--- src/ddr_legality_pkg.sv ---
package ddr_legality_pkg;

    localparam int BANK_COUNT = 4;
    localparam int CLOCK_PERIOD_NS = 10;
    localparam int POWER_STABLE_US = 200;
    localparam int POWER_STABLE_CYCLES = (POWER_STABLE_US * 1000 + CLOCK_PERIOD_NS - 1) / CLOCK_PERIOD_NS;
    localparam int LOCK_CYCLES = 200;
    localparam int WRITE_LATENCY_CYCLES = 1;
    localparam int BANK_CLOSE_CYCLES_DEFAULT = 3;
    localparam int ROW_TO_COLUMN_CYCLES_DEFAULT = 3;
    localparam int REFRESH_CYCLE_CYCLES_DEFAULT = 8;
    localparam int CONFIG_LOAD_CYCLES_DEFAULT = 2;
    localparam int WRITE_RECOVERY_CYCLES_DEFAULT = 2;
    localparam int READ_LATENCY_DEFAULT = 2;
    localparam int BURST_LENGTH_DEFAULT = 4;
    localparam int BANK_COUNT_WIDTH = 8;
    localparam int GLOBAL_COUNT_WIDTH = 16;
    localparam int LOCK_COUNT_WIDTH = 8;
    localparam int BURST_COUNT_WIDTH = 6;
    localparam logic [BANK_COUNT_WIDTH-1:0] BANK_COUNT_RESET = 8'h00;
    localparam logic [GLOBAL_COUNT_WIDTH-1:0] GLOBAL_COUNT_RESET = 16'h0000;
    localparam logic [LOCK_COUNT_WIDTH-1:0] LOCK_COUNT_RESET = 8'h00;
    localparam logic [BURST_COUNT_WIDTH-1:0] BURST_COUNT_RESET = 6'h00;

    typedef enum logic [2:0] {
        BANK_IDLE,
        BANK_OPENING,
        BANK_ACTIVE,
        BANK_CLOSING,
        BANK_AUTO_ACCESS,
        BANK_AUTO_CLOSING
    } bank_state_type;

    typedef enum logic [1:0] {
        OP_POWER_WAIT,
        OP_READY,
        OP_REFRESH,
        OP_CONFIG_LOAD
    } global_op_type;

    typedef enum logic [2:0] {
        CMD_NONE,
        CMD_ACTIVATE,
        CMD_REFRESH,
        CMD_CONFIG_LOAD,
        CMD_READ,
        CMD_WRITE,
        CMD_PRECHARGE,
        CMD_BURST_STOP
    } command_type;

    typedef struct packed {
        logic chipSelectN;
        logic rowStrobeN;
        logic columnStrobeN;
        logic writeStrobeN;
        logic [1:0] bank;
        logic autoPrecharge;
    } command_pins_type;

    typedef struct packed {
        command_type op;
        logic [1:0] bank;
        logic autoPrecharge;
    } command_decoded_type;

    typedef struct packed {
        bank_state_type state;
        logic [BANK_COUNT_WIDTH-1:0] count;
    } bank_tracker_state_type;

    typedef struct packed {
        global_op_type op;
        logic closeAll;
        logic [GLOBAL_COUNT_WIDTH-1:0] count;
        logic [LOCK_COUNT_WIDTH-1:0] lockCount;
        logic ckePrev;
        logic [BURST_COUNT_WIDTH-1:0] readEnd;
        logic [BURST_COUNT_WIDTH-1:0] writeEnd;
        logic [1:0] readBank;
        logic dataDrive;
        logic violation;
        logic reinit;
    } legality_state_type;

endpackage : ddr_legality_pkg
--- src/bank_tracker.sv ---
`timescale 1ns/10ps
module bank_tracker #(
    parameter int CLOSE_CYCLES = 3,
    parameter int OPEN_CYCLES = 3
) (
    // Clock and reset.
    input wire logic clk_sys,
    input wire logic resetn,
    // Accepted commands for this bank.
    input wire logic openRow,
    input wire logic closeRow,
    input wire logic autoAccess,
    input wire logic [ddr_legality_pkg::BANK_COUNT_WIDTH-1:0] accessCycles,
    // Bank state.
    output ddr_legality_pkg::bank_state_type bankState
);
    import ddr_legality_pkg::*;

    if (CLOSE_CYCLES < 1 || CLOSE_CYCLES > 255 || OPEN_CYCLES < 1 || OPEN_CYCLES > 255) begin : bad_timing
        $error("bank_tracker: cycle counts must lie in 1..255");
    end

    localparam logic [BANK_COUNT_WIDTH-1:0] CLOSE_LAST = BANK_COUNT_WIDTH'(CLOSE_CYCLES - 1);
    localparam logic [BANK_COUNT_WIDTH-1:0] OPEN_LAST = BANK_COUNT_WIDTH'(OPEN_CYCLES - 1);

    bank_tracker_state_type st;
    bank_tracker_state_type next_st;

    always_comb begin
        next_st = st;
        if (st.count != BANK_COUNT_RESET) begin
            next_st.count = st.count - 8'h01;
        end
        case (st.state)
            BANK_IDLE: begin
                if (openRow) begin
                    next_st.state = BANK_OPENING;
                    next_st.count = OPEN_LAST;
                end else if (closeRow) begin
                    next_st.state = BANK_CLOSING;
                    next_st.count = CLOSE_LAST;
                end
            end
            BANK_OPENING: begin
                if (st.count == BANK_COUNT_RESET) begin
                    next_st.state = BANK_ACTIVE;
                end
            end
            BANK_ACTIVE: begin
                if (closeRow) begin
                    next_st.state = BANK_CLOSING;
                    next_st.count = CLOSE_LAST;
                end else if (autoAccess) begin
                    next_st.state = BANK_AUTO_ACCESS;
                    next_st.count = accessCycles - 8'h01;
                end
            end
            BANK_CLOSING: begin
                if (st.count == BANK_COUNT_RESET) begin
                    next_st.state = BANK_IDLE;
                end
            end
            BANK_AUTO_ACCESS: begin
                if (st.count == BANK_COUNT_RESET) begin
                    next_st.state = BANK_AUTO_CLOSING;
                    next_st.count = CLOSE_LAST;
                end
            end
            BANK_AUTO_CLOSING: begin
                if (st.count == BANK_COUNT_RESET) begin
                    next_st.state = BANK_IDLE;
                end
            end
            default: begin
                next_st.state = BANK_IDLE;
            end
        endcase
    end

    always_ff @(posedge clk_sys or negedge resetn) begin
        if (!resetn) begin
            st.state <= BANK_IDLE;
            st.count <= BANK_COUNT_RESET;
        end else begin
            st <= next_st;
        end
    end

    assign bankState = st.state;

endmodule : bank_tracker

--- src/ddr_bank_command_legality.sv ---
`timescale 1ns/10ps
module ddr_bank_command_legality #(
    parameter int BANK_CLOSE_TIME_CYCLES = ddr_legality_pkg::BANK_CLOSE_CYCLES_DEFAULT,
    parameter int ROW_TO_COLUMN_DELAY_CYCLES = ddr_legality_pkg::ROW_TO_COLUMN_CYCLES_DEFAULT,
    parameter int REFRESH_CYCLE_TIME_CYCLES = ddr_legality_pkg::REFRESH_CYCLE_CYCLES_DEFAULT,
    parameter int CONFIG_LOAD_DELAY_CYCLES = ddr_legality_pkg::CONFIG_LOAD_CYCLES_DEFAULT,
    parameter int WRITE_RECOVERY_CYCLES = ddr_legality_pkg::WRITE_RECOVERY_CYCLES_DEFAULT,
    parameter int READ_LATENCY_COUNT = ddr_legality_pkg::READ_LATENCY_DEFAULT,
    parameter int BURST_LENGTH = ddr_legality_pkg::BURST_LENGTH_DEFAULT,
    parameter bit CONCURRENT_AUTO_PRECHARGE = 1'b0,
    parameter int POWER_STABLE_WAIT = ddr_legality_pkg::POWER_STABLE_CYCLES
) (
    // Clock and reset.
    input wire logic clk_sys,
    input wire logic resetn,
    // Command pins sampled at the rising edge.
    input wire logic clockEnable,
    input wire ddr_legality_pkg::command_pins_type commandPins,
    // Per-bank status.
    output ddr_legality_pkg::bank_state_type [ddr_legality_pkg::BANK_COUNT-1:0] bankStates,
    output logic [ddr_legality_pkg::BANK_COUNT-1:0] bankRowReady,
    output logic allBanksIdle,
    // Device status.
    output ddr_legality_pkg::global_op_type deviceOp,
    output logic deviceBusy,
    output logic readDataDrive,
    output logic [1:0] readBurstBank,
    // Error reporting.
    output logic commandViolation,
    output logic reinitRequired
);
    import ddr_legality_pkg::*;

    localparam int HALF_BURST = BURST_LENGTH / 2;

    if (!(BURST_LENGTH == 2 || BURST_LENGTH == 4 || BURST_LENGTH == 8) || READ_LATENCY_COUNT < 1
        || READ_LATENCY_COUNT > 8 || POWER_STABLE_WAIT < 1 || POWER_STABLE_WAIT > 65535
        || REFRESH_CYCLE_TIME_CYCLES < 1 || CONFIG_LOAD_DELAY_CYCLES < 1 || WRITE_RECOVERY_CYCLES < 0
        || WRITE_RECOVERY_CYCLES > 200 || REFRESH_CYCLE_TIME_CYCLES > 65535) begin : bad_params
        $error("ddr_bank_command_legality: parameter out of range");
    end

    localparam logic [GLOBAL_COUNT_WIDTH-1:0] POWER_LAST = GLOBAL_COUNT_WIDTH'(POWER_STABLE_WAIT - 1);
    localparam logic [GLOBAL_COUNT_WIDTH-1:0] REFRESH_LAST = GLOBAL_COUNT_WIDTH'(REFRESH_CYCLE_TIME_CYCLES - 1);
    localparam logic [GLOBAL_COUNT_WIDTH-1:0] CONFIG_LAST = GLOBAL_COUNT_WIDTH'(CONFIG_LOAD_DELAY_CYCLES - 1);
    localparam logic [GLOBAL_COUNT_WIDTH-1:0] CLOSE_ALL_LAST = GLOBAL_COUNT_WIDTH'(BANK_CLOSE_TIME_CYCLES - 1);
    localparam logic [LOCK_COUNT_WIDTH-1:0] LOCK_LOAD = LOCK_COUNT_WIDTH'(LOCK_CYCLES);
    localparam logic [BURST_COUNT_WIDTH-1:0] LATENCY = BURST_COUNT_WIDTH'(READ_LATENCY_COUNT);
    localparam logic [BURST_COUNT_WIDTH-1:0] HALF = BURST_COUNT_WIDTH'(HALF_BURST);
    localparam logic [BURST_COUNT_WIDTH-1:0] READ_SPAN = BURST_COUNT_WIDTH'(READ_LATENCY_COUNT + HALF_BURST);
    localparam logic [BURST_COUNT_WIDTH-1:0] WRITE_SPAN = BURST_COUNT_WIDTH'(WRITE_LATENCY_CYCLES + HALF_BURST);
    // Access period of an auto-precharge read ends where the earliest full-data precharge could go.
    localparam logic [BANK_COUNT_WIDTH-1:0] READ_ACCESS = BANK_COUNT_WIDTH'(HALF_BURST);
    // Access period of an auto-precharge write ends when write recovery is over.
    localparam logic [BANK_COUNT_WIDTH-1:0] WRITE_ACCESS =
        BANK_COUNT_WIDTH'(WRITE_LATENCY_CYCLES + HALF_BURST + WRITE_RECOVERY_CYCLES);

    legality_state_type st;
    legality_state_type next_st;
    command_decoded_type cmd;
    logic commandLegal;
    logic badCommand;
    logic burstActive;
    logic [BANK_COUNT-1:0] bankBusy;
    logic [BANK_COUNT-1:0] bankIdle;
    logic [BANK_COUNT-1:0] openRow;
    logic [BANK_COUNT-1:0] closeRow;
    logic [BANK_COUNT-1:0] autoAccess;
    logic [BANK_COUNT_WIDTH-1:0] accessCycles;

    // Only decode while the clock enable was high on this edge and the one before.
    always_comb begin
        cmd.op = CMD_NONE;
        cmd.bank = commandPins.bank;
        cmd.autoPrecharge = commandPins.autoPrecharge;
        if (clockEnable && st.ckePrev && !commandPins.chipSelectN) begin
            case ({commandPins.rowStrobeN, commandPins.columnStrobeN, commandPins.writeStrobeN})
                3'h3: cmd.op = CMD_ACTIVATE;
                3'h1: cmd.op = CMD_REFRESH;
                3'h0: cmd.op = CMD_CONFIG_LOAD;
                3'h5: cmd.op = CMD_READ;
                3'h4: cmd.op = CMD_WRITE;
                3'h2: cmd.op = CMD_PRECHARGE;
                3'h6: cmd.op = CMD_BURST_STOP;
                default: cmd.op = CMD_NONE;
            endcase
        end
    end

    always_comb begin
        for (int i = 0; i < BANK_COUNT; i++) begin
            bankIdle[i] = bankStates[i] == BANK_IDLE;
            bankBusy[i] = bankStates[i] == BANK_OPENING || bankStates[i] == BANK_CLOSING
                || bankStates[i] == BANK_AUTO_ACCESS || bankStates[i] == BANK_AUTO_CLOSING;
            bankRowReady[i] = bankStates[i] == BANK_ACTIVE
                && !(st.readEnd != BURST_COUNT_RESET && st.readBank == 2'(i));
        end
    end

    assign burstActive = st.readEnd != BURST_COUNT_RESET || st.writeEnd != BURST_COUNT_RESET;
    assign allBanksIdle = &bankIdle;

    // Judge the command against the device and bank states.
    always_comb begin
        badCommand = 1'b0;
        if (cmd.op != CMD_NONE && st.op != OP_READY) begin
            badCommand = 1'b1;
        end else begin
            case (cmd.op)
                CMD_ACTIVATE: begin
                    if (st.lockCount != LOCK_COUNT_RESET || !bankIdle[cmd.bank]) begin
                        badCommand = 1'b1;
                    end
                end
                CMD_READ, CMD_WRITE: begin
                    if (st.lockCount != LOCK_COUNT_RESET || bankStates[cmd.bank] != BANK_ACTIVE) begin
                        badCommand = 1'b1;
                    end
                    for (int i = 0; i < BANK_COUNT; i++) begin
                        if (!CONCURRENT_AUTO_PRECHARGE && 2'(i) != cmd.bank && bankStates[i] == BANK_AUTO_ACCESS) begin
                            badCommand = 1'b1;
                        end
                    end
                    if (cmd.op == CMD_WRITE && st.readEnd > LATENCY) begin
                        badCommand = 1'b1;
                    end
                end
                CMD_PRECHARGE: begin
                    if (cmd.autoPrecharge) begin
                        if (|bankBusy) begin
                            badCommand = 1'b1;
                        end
                    end else if (bankBusy[cmd.bank]) begin
                        badCommand = 1'b1;
                    end
                end
                CMD_REFRESH, CMD_CONFIG_LOAD: begin
                    if (!allBanksIdle || burstActive) begin
                        badCommand = 1'b1;
                    end
                end
                default: badCommand = 1'b0;
            endcase
        end
    end

    assign commandLegal = cmd.op != CMD_NONE && !badCommand;

    always_comb begin
        for (int i = 0; i < BANK_COUNT; i++) begin
            openRow[i] = commandLegal && cmd.op == CMD_ACTIVATE && cmd.bank == 2'(i);
            closeRow[i] = commandLegal && cmd.op == CMD_PRECHARGE && (cmd.autoPrecharge || cmd.bank == 2'(i));
            autoAccess[i] = commandLegal && (cmd.op == CMD_READ || cmd.op == CMD_WRITE)
                && cmd.autoPrecharge && cmd.bank == 2'(i);
        end
        accessCycles = cmd.op == CMD_READ ? READ_ACCESS : WRITE_ACCESS;
    end

    for (genvar b = 0; b < BANK_COUNT; b++) begin : banks
        bank_tracker #(
            .CLOSE_CYCLES(BANK_CLOSE_TIME_CYCLES),
            .OPEN_CYCLES(ROW_TO_COLUMN_DELAY_CYCLES)
        ) tracker (
            .clk_sys(clk_sys),
            .resetn(resetn),
            .openRow(openRow[b]),
            .closeRow(closeRow[b]),
            .autoAccess(autoAccess[b]),
            .accessCycles(accessCycles),
            .bankState(bankStates[b])
        );
    end

    always_comb begin
        next_st = st;
        next_st.ckePrev = clockEnable;
        next_st.violation = badCommand;
        next_st.reinit = st.reinit | badCommand;
        if (st.lockCount != LOCK_COUNT_RESET) begin
            next_st.lockCount = st.lockCount - 8'h01;
        end
        if (st.readEnd != BURST_COUNT_RESET) begin
            next_st.readEnd = st.readEnd - 6'h01;
        end
        if (st.writeEnd != BURST_COUNT_RESET) begin
            next_st.writeEnd = st.writeEnd - 6'h01;
        end
        next_st.count = st.count + 16'h0001;
        case (st.op)
            OP_POWER_WAIT: begin
                if (st.count == POWER_LAST) begin
                    next_st.op = OP_READY;
                    next_st.count = GLOBAL_COUNT_RESET;
                end
            end
            OP_REFRESH: begin
                if (st.count == REFRESH_LAST) begin
                    next_st.op = OP_READY;
                    next_st.count = GLOBAL_COUNT_RESET;
                end
            end
            OP_CONFIG_LOAD: begin
                if (st.count == CONFIG_LAST) begin
                    next_st.op = OP_READY;
                    next_st.count = GLOBAL_COUNT_RESET;
                end
            end
            OP_READY: begin
                next_st.count = GLOBAL_COUNT_RESET;
                if (st.closeAll) begin
                    next_st.count = st.count + 16'h0001;
                    if (st.count == CLOSE_ALL_LAST) begin
                        next_st.closeAll = 1'b0;
                        next_st.count = GLOBAL_COUNT_RESET;
                    end
                end
            end
            default: begin
                next_st.op = OP_READY;
                next_st.count = GLOBAL_COUNT_RESET;
            end
        endcase
        if (commandLegal) begin
            case (cmd.op)
                CMD_REFRESH: begin
                    next_st.op = OP_REFRESH;
                    next_st.count = GLOBAL_COUNT_RESET;
                end
                CMD_CONFIG_LOAD: begin
                    next_st.op = OP_CONFIG_LOAD;
                    next_st.count = GLOBAL_COUNT_RESET;
                    next_st.lockCount = LOCK_LOAD;
                end
                CMD_READ: begin
                    next_st.readEnd = READ_SPAN;
                    next_st.readBank = cmd.bank;
                end
                CMD_WRITE: begin
                    next_st.writeEnd = WRITE_SPAN;
                    if (st.readEnd > LATENCY) begin
                        next_st.readEnd = LATENCY;
                    end
                end
                CMD_PRECHARGE: begin
                    if (cmd.autoPrecharge) begin
                        next_st.closeAll = 1'b1;
                        next_st.count = GLOBAL_COUNT_RESET;
                    end
                    if ((cmd.autoPrecharge || cmd.bank == st.readBank) && st.readEnd > LATENCY) begin
                        next_st.readEnd = LATENCY;
                    end
                end
                CMD_BURST_STOP: begin
                    if (st.readEnd > LATENCY) begin
                        next_st.readEnd = LATENCY;
                    end
                end
                default: next_st.readBank = st.readBank;
            endcase
        end
        // Data pins are driven only in the data window; after the last word they are released.
        next_st.dataDrive = next_st.readEnd != BURST_COUNT_RESET && next_st.readEnd <= HALF;
    end

    always_ff @(posedge clk_sys or negedge resetn) begin
        if (!resetn) begin
            st.op <= OP_POWER_WAIT;
            st.closeAll <= 1'b0;
            st.count <= GLOBAL_COUNT_RESET;
            st.lockCount <= LOCK_COUNT_RESET;
            st.ckePrev <= 1'b0;
            st.readEnd <= BURST_COUNT_RESET;
            st.writeEnd <= BURST_COUNT_RESET;
            st.readBank <= 2'h0;
            st.dataDrive <= 1'b0;
            st.violation <= 1'b0;
            st.reinit <= 1'b0;
        end else begin
            st <= next_st;
        end
    end

    assign deviceOp = st.op;
    assign deviceBusy = st.op != OP_READY || st.closeAll;
    assign readDataDrive = st.dataDrive;
    assign readBurstBank = st.readBank;
    assign commandViolation = st.violation;
    assign reinitRequired = st.reinit;

endmodule : ddr_bank_command_legality

--- config.mk ---
export PLATFORM = sky130hd
export DESIGN_NAME = ddr_bank_command_legality
export DESIGN_NICKNAME = d
export VERILOG_FILES = /design/src/ddr_legality_pkg.sv /design/src/bank_tracker.sv /design/src/ddr_bank_command_legality.sv
export SDC_FILE = /design/constraint.sdc
export NUM_CORES = 1
export LEC_CHECK = 0
export BUFFER_PORTS_ARGS = -buffer_cell sky130_fd_sc_hd__clkbuf_2
export CORE_MARGIN = 2
export CORE_UTILIZATION = 65
export DETAILED_ROUTE_END_ITERATION = 10
export PLACE_DENSITY = 0.84
export SLEW_MARGIN = 20
export SYNTH_ARGS = -nofsm -noshare
export SYNTH_HDL_FRONTEND = slang
export SYNTH_SLANG_ARGS = --single-unit
--- constraint.sdc ---
create_clock -name clk_sys -period 6.3 [get_ports clk_sys]
set_clock_uncertainty 0.05 [all_clocks]
set_input_delay 0.63 -clock clk_sys [delete_from_list [all_inputs] [get_ports clk_sys]]
set_output_delay 0.63 -clock clk_sys [all_outputs]
set_load 0.02 [all_outputs]
==> results of run 1 <==
-- per-layer routing --
metal,vias to the layer above,global-route usage,part of all wire
li1,2381,-,-
met2,195,0.465,0.48
met5,-,0,0
met3,41,0.0408,0.050
met4,0,0.0959,0.022
met1,2429,0.390,0.45
-- worst min-delay path by stage --
| stage | startpoint | to | slack (ps) | depth (start not counted) |
|---|---|---|---|---|
| 2_1_floorplan | resetn | banks[0].tracker.bankState[0] | 280 | 0 |
| 3_3_place_gp | reinitRequired | reinitRequired | 440 | 1 |
| 3_5_place_dp | reinitRequired | reinitRequired | 460 | 1 |
| 4_1_cts | clockEnable | st[17] | 350 | 1 |
| 5_1_grt | resetn | banks[2].tracker.st[4] | 350 | 1 |
| 6_report | resetn | banks[2].tracker.st[4] | 230 | 1 |
-- cell usage after synthesis (9+ instances only) --
library cell	n
buf_4	18
clkbuf_1	19
xnor2_1	23
or3_1	13
and3_1	12
o21ai_0	35
or2_2	12
nand2b_1	13
nand2_1	56
xor2_1	21
ha_1	17
a21oi_1	32
buf_2	10
nor3_1	33
inv_1	30
a31oi_1	9
nand3_1	15
dfrtp_1	89
nor2_1	85
-- sequential cells by signal, summed over array words and instances (netlist names) --
signal	flops
deviceOp	2
banks.tracker.st	32
reinitRequired	1
readDataDrive	1
readBurstBank	2
commandViolation	1
banks.tracker.bankState	12
st	38
-- kinds of logic (layout without fill, tap and decap cells) --
group	Yosys count	in the layout	share of synthesized area
AND/OR/NAND/NOR	305	305	0.275
AO/OA/AOI/OAI	137	137	0.163
flip-flops	89	89	0.386
buffers and inverters	77	80	0.0639
multiplexers	5	5	0.00888
adder cells (fa/ha/maj)	17	17	0.0368
XOR/XNOR	44	44	0.0667
-- through the flow --
stage	util	hold slack, ps	setup slack [ps]
2_1_floorplan	-	284	3440
3_3_place_gp	0.671	443	2680
3_5_place_dp	0.671	460	2550
4_1_cts	0.694	351	2600
5_1_grt	0.694	346	2160
6_report	0.694	232	2550
-- area by class of cell --
| cell class | count | area [um^2] |
|---|---|---|
| multi-input cells | 508 | 3180 |
| fillers | 700 | 2660 |
| flip-flops and latches | 89 | 2230 |
| repair buffers | 34 | 176 |
| well taps | 108 | 135 |
| clock buffers | 9 | 124 |
| inverters | 30 | 113 |
| clock inverters | 7 | 70.1 |
-- power groups by stage --
| stage | combinational [uW] | sequential, uW | clock [uW] |
|---|---|---|---|
| after CTS | 1010 | 1040 | 390 |
| final | 1010 | 1050 | 384 |
| after global routing | 1150 | 1080 | 411 |
| after floorplan | 894 | 931 | 0 |
| after detailed placement | 1010 | 1050 | 0 |
| after global placement | 959 | 1030 | 0 |
==> impl_metrics.env, run 1 <==
export IMPL_grt_max_degree=90
export IMPL_dieArea_mm2=0.00965
export IMPL_cp_endpoint="st[41]"
export IMPL_reg2reg_from="banks[2].tracker.bankState[2]"
export IMPL_routed_via_density=6.43
export IMPL_intPower_uw=1380
export IMPL_grt_antenna_before_repair=0
export IMPL_critPathArrivalTime_ps=3930
export IMPL_crit_path_start_kind="register"
export IMPL_path_cells="nor4_1, nand4_1, o31a_1, a2111oi_4, nand2_2, o211ai_2, nor2_1"
export IMPL_cp_startpoint="banks[2].tracker.bankState[2]"
export IMPL_vdd_drop_max_mv=0.262
export IMPL_ys_seq_area_frac=0.386
export IMPL_max_freq_mhz=267
export IMPL_synthDistinctLibCells=75
export IMPL_htreeDepth=3
export IMPL_ys_ff_latch=89
export IMPL_slew_violations=0
export IMPL_cap_violations=0
export IMPL_design_area_mm2=0.00602
export IMPL_num_rows=34
export IMPL_yosys_warnings=0
export IMPL_final_cells=785
export IMPL_die_x_um=98.3
export IMPL_synthArstFlopShare=1.00
export IMPL_max_stage_delay_ps=800
export IMPL_wl_um=13300
export IMPL_clkSinkCount=89
export IMPL_syn_area_mm2=0.00577
export IMPL_cts_buffers=9
export IMPL_nets=699
export IMPL_relSlewSlack=0.431
export IMPL_synth_top_flop_cell="dfrtp_1"
export IMPL_final_common_cell="dfrtp_1"
export IMPL_initial_core_util=0.665
export IMPL_path_buf_inv=0
export IMPL_p_seq_frac=0.429
export IMPL_clk_path_buf_depth=2
export IMPL_fin_setup_tns_ps=0
export IMPL_wl_per_cell_um=16.9
export IMPL_crit_path_end_kind="register"
export IMPL_p_total_uw=2450
export IMPL_hold_path_class="primary input to async pin"
export IMPL_cts_tree="yes"
export IMPL_synth_cells=674
export IMPL_synth_edff_count=0
export IMPL_io_buffers=34
export IMPL_min_period_ps=3750
export IMPL_ant_nets=0
export IMPL_drive_above_1_share=0.111
export IMPL_status="finished clean"
export IMPL_power_leakage_uw=0.00263
export IMPL_p_per_area_mw_per_mm2=406
export IMPL_dr_pass1_iters=5
export IMPL_comb_power_share=0.415
export IMPL_grt_use_total=0.283
export IMPL_grt_first_pass_wirelength_um=22700
export IMPL_vias=5046
export IMPL_fp_dieH_um=98.3
export IMPL_drt_iter0_drc=582
export IMPL_power_share_clock=0.157
export IMPL_grt_pass1_vias=4804
export IMPL_synth_area_per_cell_um2=8.57
export IMPL_synth_top_cell_by_area="dfrtp_1"
export IMPL_synth_area_leaders="dfrtp_1 (39%), nor2_1 (5.5%), ha_1 (3.7%)"
export IMPL_path_depth=7
export IMPL_crit_required_ps=6480
export IMPL_period_share=0.595
export IMPL_holdBufCountCts=0
export IMPL_hold_viol_final=0
export IMPL_ioPinCount=35
export IMPL_criticalPathCategory="register to register"
export IMPL_regToRegSetupSlack_ps=2550
export IMPL_rsz0062_at_grt="no"
export IMPL_synth_nets=701
export IMPL_syn_to_final_growth_pct=4.31
export IMPL_worst_skew_pair_late_latency_ps=370
export IMPL_placed_cell_area_mm2=0.00583
export IMPL_swShare=0.438
export IMPL_final_cell_mix="dfrtp_1 (89), nor2_1 (85), nand2_1 (56)"
export IMPL_place_hpwl_um=9600
export IMPL_setup_viol=0
export IMPL_cts_resized=0
export IMPL_antenna_cells=0
export IMPL_gp_congestion=1.00
export IMPL_remaining_drc_errors=0
export IMPL_power_switching_uw=1070
export IMPL_placed_cells=769
export IMPL_worst_slew_pin_slew_ps=848
export IMPL_core_region_area_mm2=0.00868
export IMPL_post_cts_setup_buffers=0
export IMPL_synth_top_area_share=0.386
export IMPL_cp_slowest_cell="a2111oi_4"
export IMPL_cts_root_buf="clkbuf_8"
export IMPL_cp_top_family="compound AO/OA/AOI/OAI gates"
export IMPL_path_clk_slew_ps=100
export IMPL_grt_ovfl_total=0
export IMPL_r2r_end="st[41]"
export IMPL_reg2reg_depth=7
export IMPL_crit_fanout=17
(Power assumes the default switching activity.)
==> inputs of run 2 (changes only) <==
--- a/config.mk
+++ b/config.mk
@@ -7,9 +7,9 @@
 export LEC_CHECK = 0
 export BUFFER_PORTS_ARGS = -buffer_cell sky130_fd_sc_hd__clkbuf_2
 export CORE_MARGIN = 2
-export CORE_UTILIZATION = 65
+export CORE_UTILIZATION = 62
 export DETAILED_ROUTE_END_ITERATION = 10
-export PLACE_DENSITY = 0.84
+export PLACE_DENSITY = 0.81
 export SLEW_MARGIN = 20
 export SYNTH_ARGS = -nofsm -noshare
 export SYNTH_HDL_FRONTEND = slang
==> constraint.sdc (replaced) <==
create_clock -name clk_sys -period 3.58 [get_ports clk_sys]
set_clock_uncertainty 0.05 [all_clocks]
set_input_delay 0.358 -clock clk_sys [delete_from_list [all_inputs] [get_ports clk_sys]]
set_output_delay 0.358 -clock clk_sys [all_outputs]
set_load 0.02 [all_outputs]
==> impl_metrics.env, run 2 (synthesis gave the netlist of run 1 again) <==
export IMPL_vias=5021
export IMPL_relSlewSlack=0.487
export IMPL_nets=708
export IMPL_num_rows=35
export IMPL_core_region_area_mm2=0.00915
export IMPL_grt_first_pass_wirelength_um=22500
export IMPL_ioPinCount=35
export IMPL_period_share=0.924
export IMPL_min_period_ps=3310
export IMPL_timing_hold_ws_ps=2.89
export IMPL_wl_per_cell_um=16.4
export IMPL_hold_viol_final=0
export IMPL_die_x_um=101
export IMPL_cts_buffers=9
export IMPL_remaining_drc_errors=0
export IMPL_critPathArrivalTime_ps=3510
export IMPL_initial_core_util=0.631
export IMPL_hold_path_class="primary input to async pin"
export IMPL_cts_resized=0
export IMPL_grt_antenna_before_repair=1
export IMPL_final_cell_mix="dfrtp_1 (89), nor2_1 (85), nand2_1 (56)"
export IMPL_grt_max_degree=62
export IMPL_fillerInstances=774
export IMPL_cts_tree="yes"
export IMPL_clkSinkCount=89
export IMPL_ant_nets=0
export IMPL_path_clk_slew_ps=100
export IMPL_antenna_cells=0
export IMPL_wl_um=13000
export IMPL_gp_congestion=0.981
export IMPL_slew_violations=0
export IMPL_criticalPathCategory="register to register"
export IMPL_grt_pass1_vias=4760
export IMPL_holdBufCountCts=0
export IMPL_place_hpwl_um=9660
export IMPL_vdd_drop_max_mv=0.378
export IMPL_p_per_area_mw_per_mm2=707
export IMPL_grt_use_total=0.275
export IMPL_status="finished clean"
export IMPL_routed_via_density=6.30
export IMPL_syn_to_final_growth_pct=5.53
export IMPL_io_buffers=34
export IMPL_largest_register="st"
export IMPL_worst_skew_pair_late_latency_ps=370
export IMPL_crit_path_start_kind="register"
export IMPL_largest_reg_flops=38
export IMPL_fin_setup_tns_ps=0
export IMPL_drive_above_1_share=0.124
export IMPL_worst_slew_pin_slew_ps=769
export IMPL_fp_dieH_um=101
export IMPL_clk_path_buf_depth=2
export IMPL_setup_viol=0
export IMPL_crit_fanout=14
export IMPL_htreeDepth=3
export IMPL_rsz0062_at_grt="no"
export IMPL_max_freq_mhz=302
export IMPL_post_cts_setup_buffers=0
export IMPL_final_common_cell="dfrtp_1"
export IMPL_power_leakage_uw=0.00267
export IMPL_cts_root_buf="clkbuf_8"
export IMPL_drt_iter0_drc=435
export IMPL_dieArea_mm2=0.0101
export IMPL_grt_ovfl_total=0
export IMPL_crit_required_ps=3780
export IMPL_crit_path_end_kind="register"
export IMPL_dr_pass1_iters=6
export IMPL_cap_violations=0
run 2: path summary, 6_finish.rpt:
kind / start / endpoint / slack, ps / cells after the start
max in group asynchronous: resetn / banks[3].tracker.st[1] / 2740 / 2
min in group clk_sys: clockEnable / st[17] / 70 / 1
hold / removal: resetn / banks[2].tracker.st[5] / 3 / 1
setup reg to reg: st[18] / st[8] / 270 / 9
hold reg to reg: reinitRequired / reinitRequired / 460 / 1
setup / recovery: st[18] / st[8] / 270 / 9
run 2: layout make-up:
type                            count  area [um^2]  share of cell area
Clock buffer                        9          124              0.0203
Clock inverter                      7         67.6              0.0111
Inverter                           30          113              0.0185
Multi-Input combinational cell    508         3180               0.522
Sequential cell                    89         2230               0.366
Tap cell                          111          139              0.0228
Timing Repair Buffer               43          240              0.0394
run 2: through the flow:
stage	setup slack [ps]	utilization	power, uW	cell area (um^2)	std cells
CTS	258	0.665	4310	6090	797
floorplan	833	-	3210	5770	674
global placement	454	0.644	3520	5900	781
detailed placement	277	0.644	3630	5900	781
global route	51.3	0.666	4670	6090	797
finish	273	0.666	4310	6090	797
run 2: power breakdown:
group	switching (uW)	internal, uW
clock network	399	273
registers	447	1370
logic	1030	791
total	1870	2440
run 2: worst max-delay path: stages, from the launching register on:
cell and delay (ps):
dfrtp_1 390, inv_1 100, ha_1 220, nor4b_1 470, o311a_1 280, nand2_1 90
a2111oi_4 620, nand2_2 350, or3_1 430, and3_1 180
run 2: layer usage:
layer,track usage,share of wire
met1,0.367,0.45
met2,0.448,0.47
met3,0.0562,0.051
met4,0.0969,0.030
met5,0,0
==> inputs of run 3 (changes only) <==
--- a/config.mk
+++ b/config.mk
@@ -6,10 +6,12 @@
 export NUM_CORES = 1
 export LEC_CHECK = 0
 export BUFFER_PORTS_ARGS = -buffer_cell sky130_fd_sc_hd__clkbuf_2
+export CELL_PAD_IN_SITES_DETAIL_PLACEMENT = 1
+export CELL_PAD_IN_SITES_GLOBAL_PLACEMENT = 1
 export CORE_MARGIN = 2
-export CORE_UTILIZATION = 62
+export CORE_UTILIZATION = 47
 export DETAILED_ROUTE_END_ITERATION = 10
-export PLACE_DENSITY = 0.81
+export PLACE_DENSITY_LB_ADDON = 0.1
 export SLEW_MARGIN = 20
 export SYNTH_ARGS = -nofsm -noshare
 export SYNTH_HDL_FRONTEND = slang
==> constraint.sdc (replaced) <==
create_clock -name clk_sys -period 3.58 [get_ports clk_sys]
set_clock_uncertainty 0.05 [all_clocks]
set_input_delay 0.716 -clock clk_sys [delete_from_list [all_inputs] [get_ports clk_sys]]
set_output_delay 0.716 -clock clk_sys [all_outputs]
set_load 0.02 [all_outputs]
==> impl_metrics.env, run 3 (synthesis gave the netlist of run 1 again) <==
export IMPL_hold_path_endpoint="reinitRequired"
export IMPL_max_freq_mhz=311
export IMPL_setup_viol=0
export IMPL_worstHoldStart="reinitRequired"
export IMPL_wl_um=15900
export IMPL_crit_fanout=14
export IMPL_cap_violations=0
export IMPL_ant_nets=0
export IMPL_worst_skew_pair_late_latency_ps=350
export IMPL_hold_path_depth=1
export IMPL_hold_path_class="register to register"
export IMPL_antenna_cells=0
export IMPL_htreeDepth=3
export IMPL_syn_to_final_growth_pct=10.3
export IMPL_nets=724
export IMPL_swShare=0.411
export IMPL_crit_required_ps=3760
export IMPL_slew_violations=0
export IMPL_clk_path_buf_depth=2
export IMPL_period_share=0.897
export IMPL_num_rows=40
export IMPL_grt_antenna_before_repair=0
export IMPL_crit_path_end_kind="register"
export IMPL_worst_slew_pin_slew_ps=915
export IMPL_final_cell_mix="dfrtp_1 (89), nor2_1 (85), nand2_1 (56)"
export IMPL_core_region_area_mm2=0.0120
export IMPL_critPathArrivalTime_ps=3390
export IMPL_status="finished clean"
export IMPL_fillerInstances=1445
export IMPL_drive_above_1_share=0.141
export IMPL_dr_pass1_iters=5
export IMPL_regToRegSetupSlack_ps=370
export IMPL_place_ws_ps=211
export IMPL_relSlewSlack=0.390
export IMPL_placed_cells=833
export IMPL_holdBufCountCts=0
export IMPL_grt_max_degree=71
export IMPL_min_period_ps=3210
export IMPL_power_leakage_uw=0.00281
export IMPL_power_switching_uw=1950
export IMPL_drt_iter0_drc=266
export IMPL_crit_path_start_kind="register"
export IMPL_p_total_uw=4750
export IMPL_cts_resized=0
export IMPL_io_buffers=34
export IMPL_p_seq_frac=0.367
export IMPL_ioPinCount=35
export IMPL_comb_power_share=0.428
export IMPL_reg2reg_from="st[18]"
export IMPL_rsz0062_at_grt="no"
export IMPL_place_hpwl_um=11800
export IMPL_initial_core_util=0.481
export IMPL_grt_use_total=0.257
export IMPL_grt_ovfl_total=0
export IMPL_gp_congestion=0.909
export IMPL_dieArea_mm2=0.0132
export IMPL_power_share_clock=0.205
export IMPL_cp_slowest_cell="or4b_1"
export IMPL_p_per_area_mw_per_mm2=746
export IMPL_grt_first_pass_wirelength_um=26800
export IMPL_post_cts_setup_buffers=0
export IMPL_path_cells="inv_1, ha_1, or4b_1, a211oi_2, nand3_1, o21ai_1, buf_4, nand2_2, or3_1, and3_1"
export IMPL_hold_viol_final=0
export IMPL_max_stage_delay_ps=570
export IMPL_path_clk_slew_ps=60
export IMPL_fin_ws_ps=369
export IMPL_largest_reg_flops=38
export IMPL_fin_setup_tns_ps=0
export IMPL_routed_via_density=5.96
export IMPL_remaining_drc_errors=0
export IMPL_largest_register="st"
export IMPL_final_common_cell="dfrtp_1"
export IMPL_cts_root_buf="clkbuf_16"
export IMPL_clkSinkCount=89
export IMPL_fp_dieH_um=115
export IMPL_die_x_um=115
export IMPL_vias=5055
export IMPL_wl_per_cell_um=18.8
export IMPL_vdd_drop_max_mv=0.325
export IMPL_timing_hold_ws_ps=430
export IMPL_r2r_end="st[8]"
export IMPL_grt_pass1_vias=5387
export IMPL_cts_buffers=9
export IMPL_final_cells=848
export IMPL_reg2reg_depth=10
export IMPL_cts_tree="yes"
export IMPL_intPower_uw=2800
export IMPL_criticalPathCategory="register to register"
[run 3: cell count changes in the layout (fill, tap and decap cells not counted), sizes merged]
cell      before  now
clkinv         1    3
inv           35   30
buf           10   26
clkbuf        42   44
bufinv         0    1
clkinvlp       1    0
[run 3: metal layers]
layer,part of all wire,vias up,global-route usage,routed length (um)
li1,-,2425,-,-
met4,0.016,0,0.0859,257
met1,0.45,2482,0.328,7170
met3,0.045,21,0.0411,712
met5,0,-,0,0
met2,0.49,127,0.446,7790
[run 3: through the flow]
step,cell area [um^2],util
after CTS,6370,0.530
after global routing,6370,0.530
after floorplan,5770,-
after detailed placement,6060,0.505
after global placement,6060,0.505
final,6370,0.530
[run 3: power by group through the flow]
stage / clock, uW / sequential (uW) / combinational [uW]
after global placement: 0 / 1720 / 1940
final: 974 / 1750 / 2030
after floorplan: 0 / 1640 / 1570
after CTS: 996 / 1740 / 2050
after global routing: 1040 / 1810 / 2290
after detailed placement: 0 / 1750 / 2030
[run 3: area by class of cell]
cell class	instances	area [um^2]	area share
clock inverter	4	52.6	0.00825
tap	147	184	0.0289
timing repair buffer	59	360	0.0566
inverter	30	113	0.0177
clock buffer	11	253	0.0397
sequential	89	2230	0.350
multi-input combinational	508	3180	0.499
[run 3: worst max path at each step]
stage | from | to | slack [ps]
final | st[18] | st[8] | 370
after global routing | st[18] | banks[3].tracker.st[0] | 140
after CTS | st[18] | st[8] | 380
after detailed placement | commandPins[1] | banks[3].tracker.st[0] | 210
after global placement | commandPins[1] | banks[2].tracker.st[2] | 350
after floorplan | commandPins[0] | banks[2].tracker.st[2] | 640
[run 3: worst max-delay path: cells and delay by family (launching register included)]
kind	cells	cell delay, ps
AND/OR/NAND/NOR	5	1530
AO/OA/AOI/OAI	2	570
flip-flops	1	380
buffers and inverters	2	310
adder cells (fa/ha/maj)	1	240
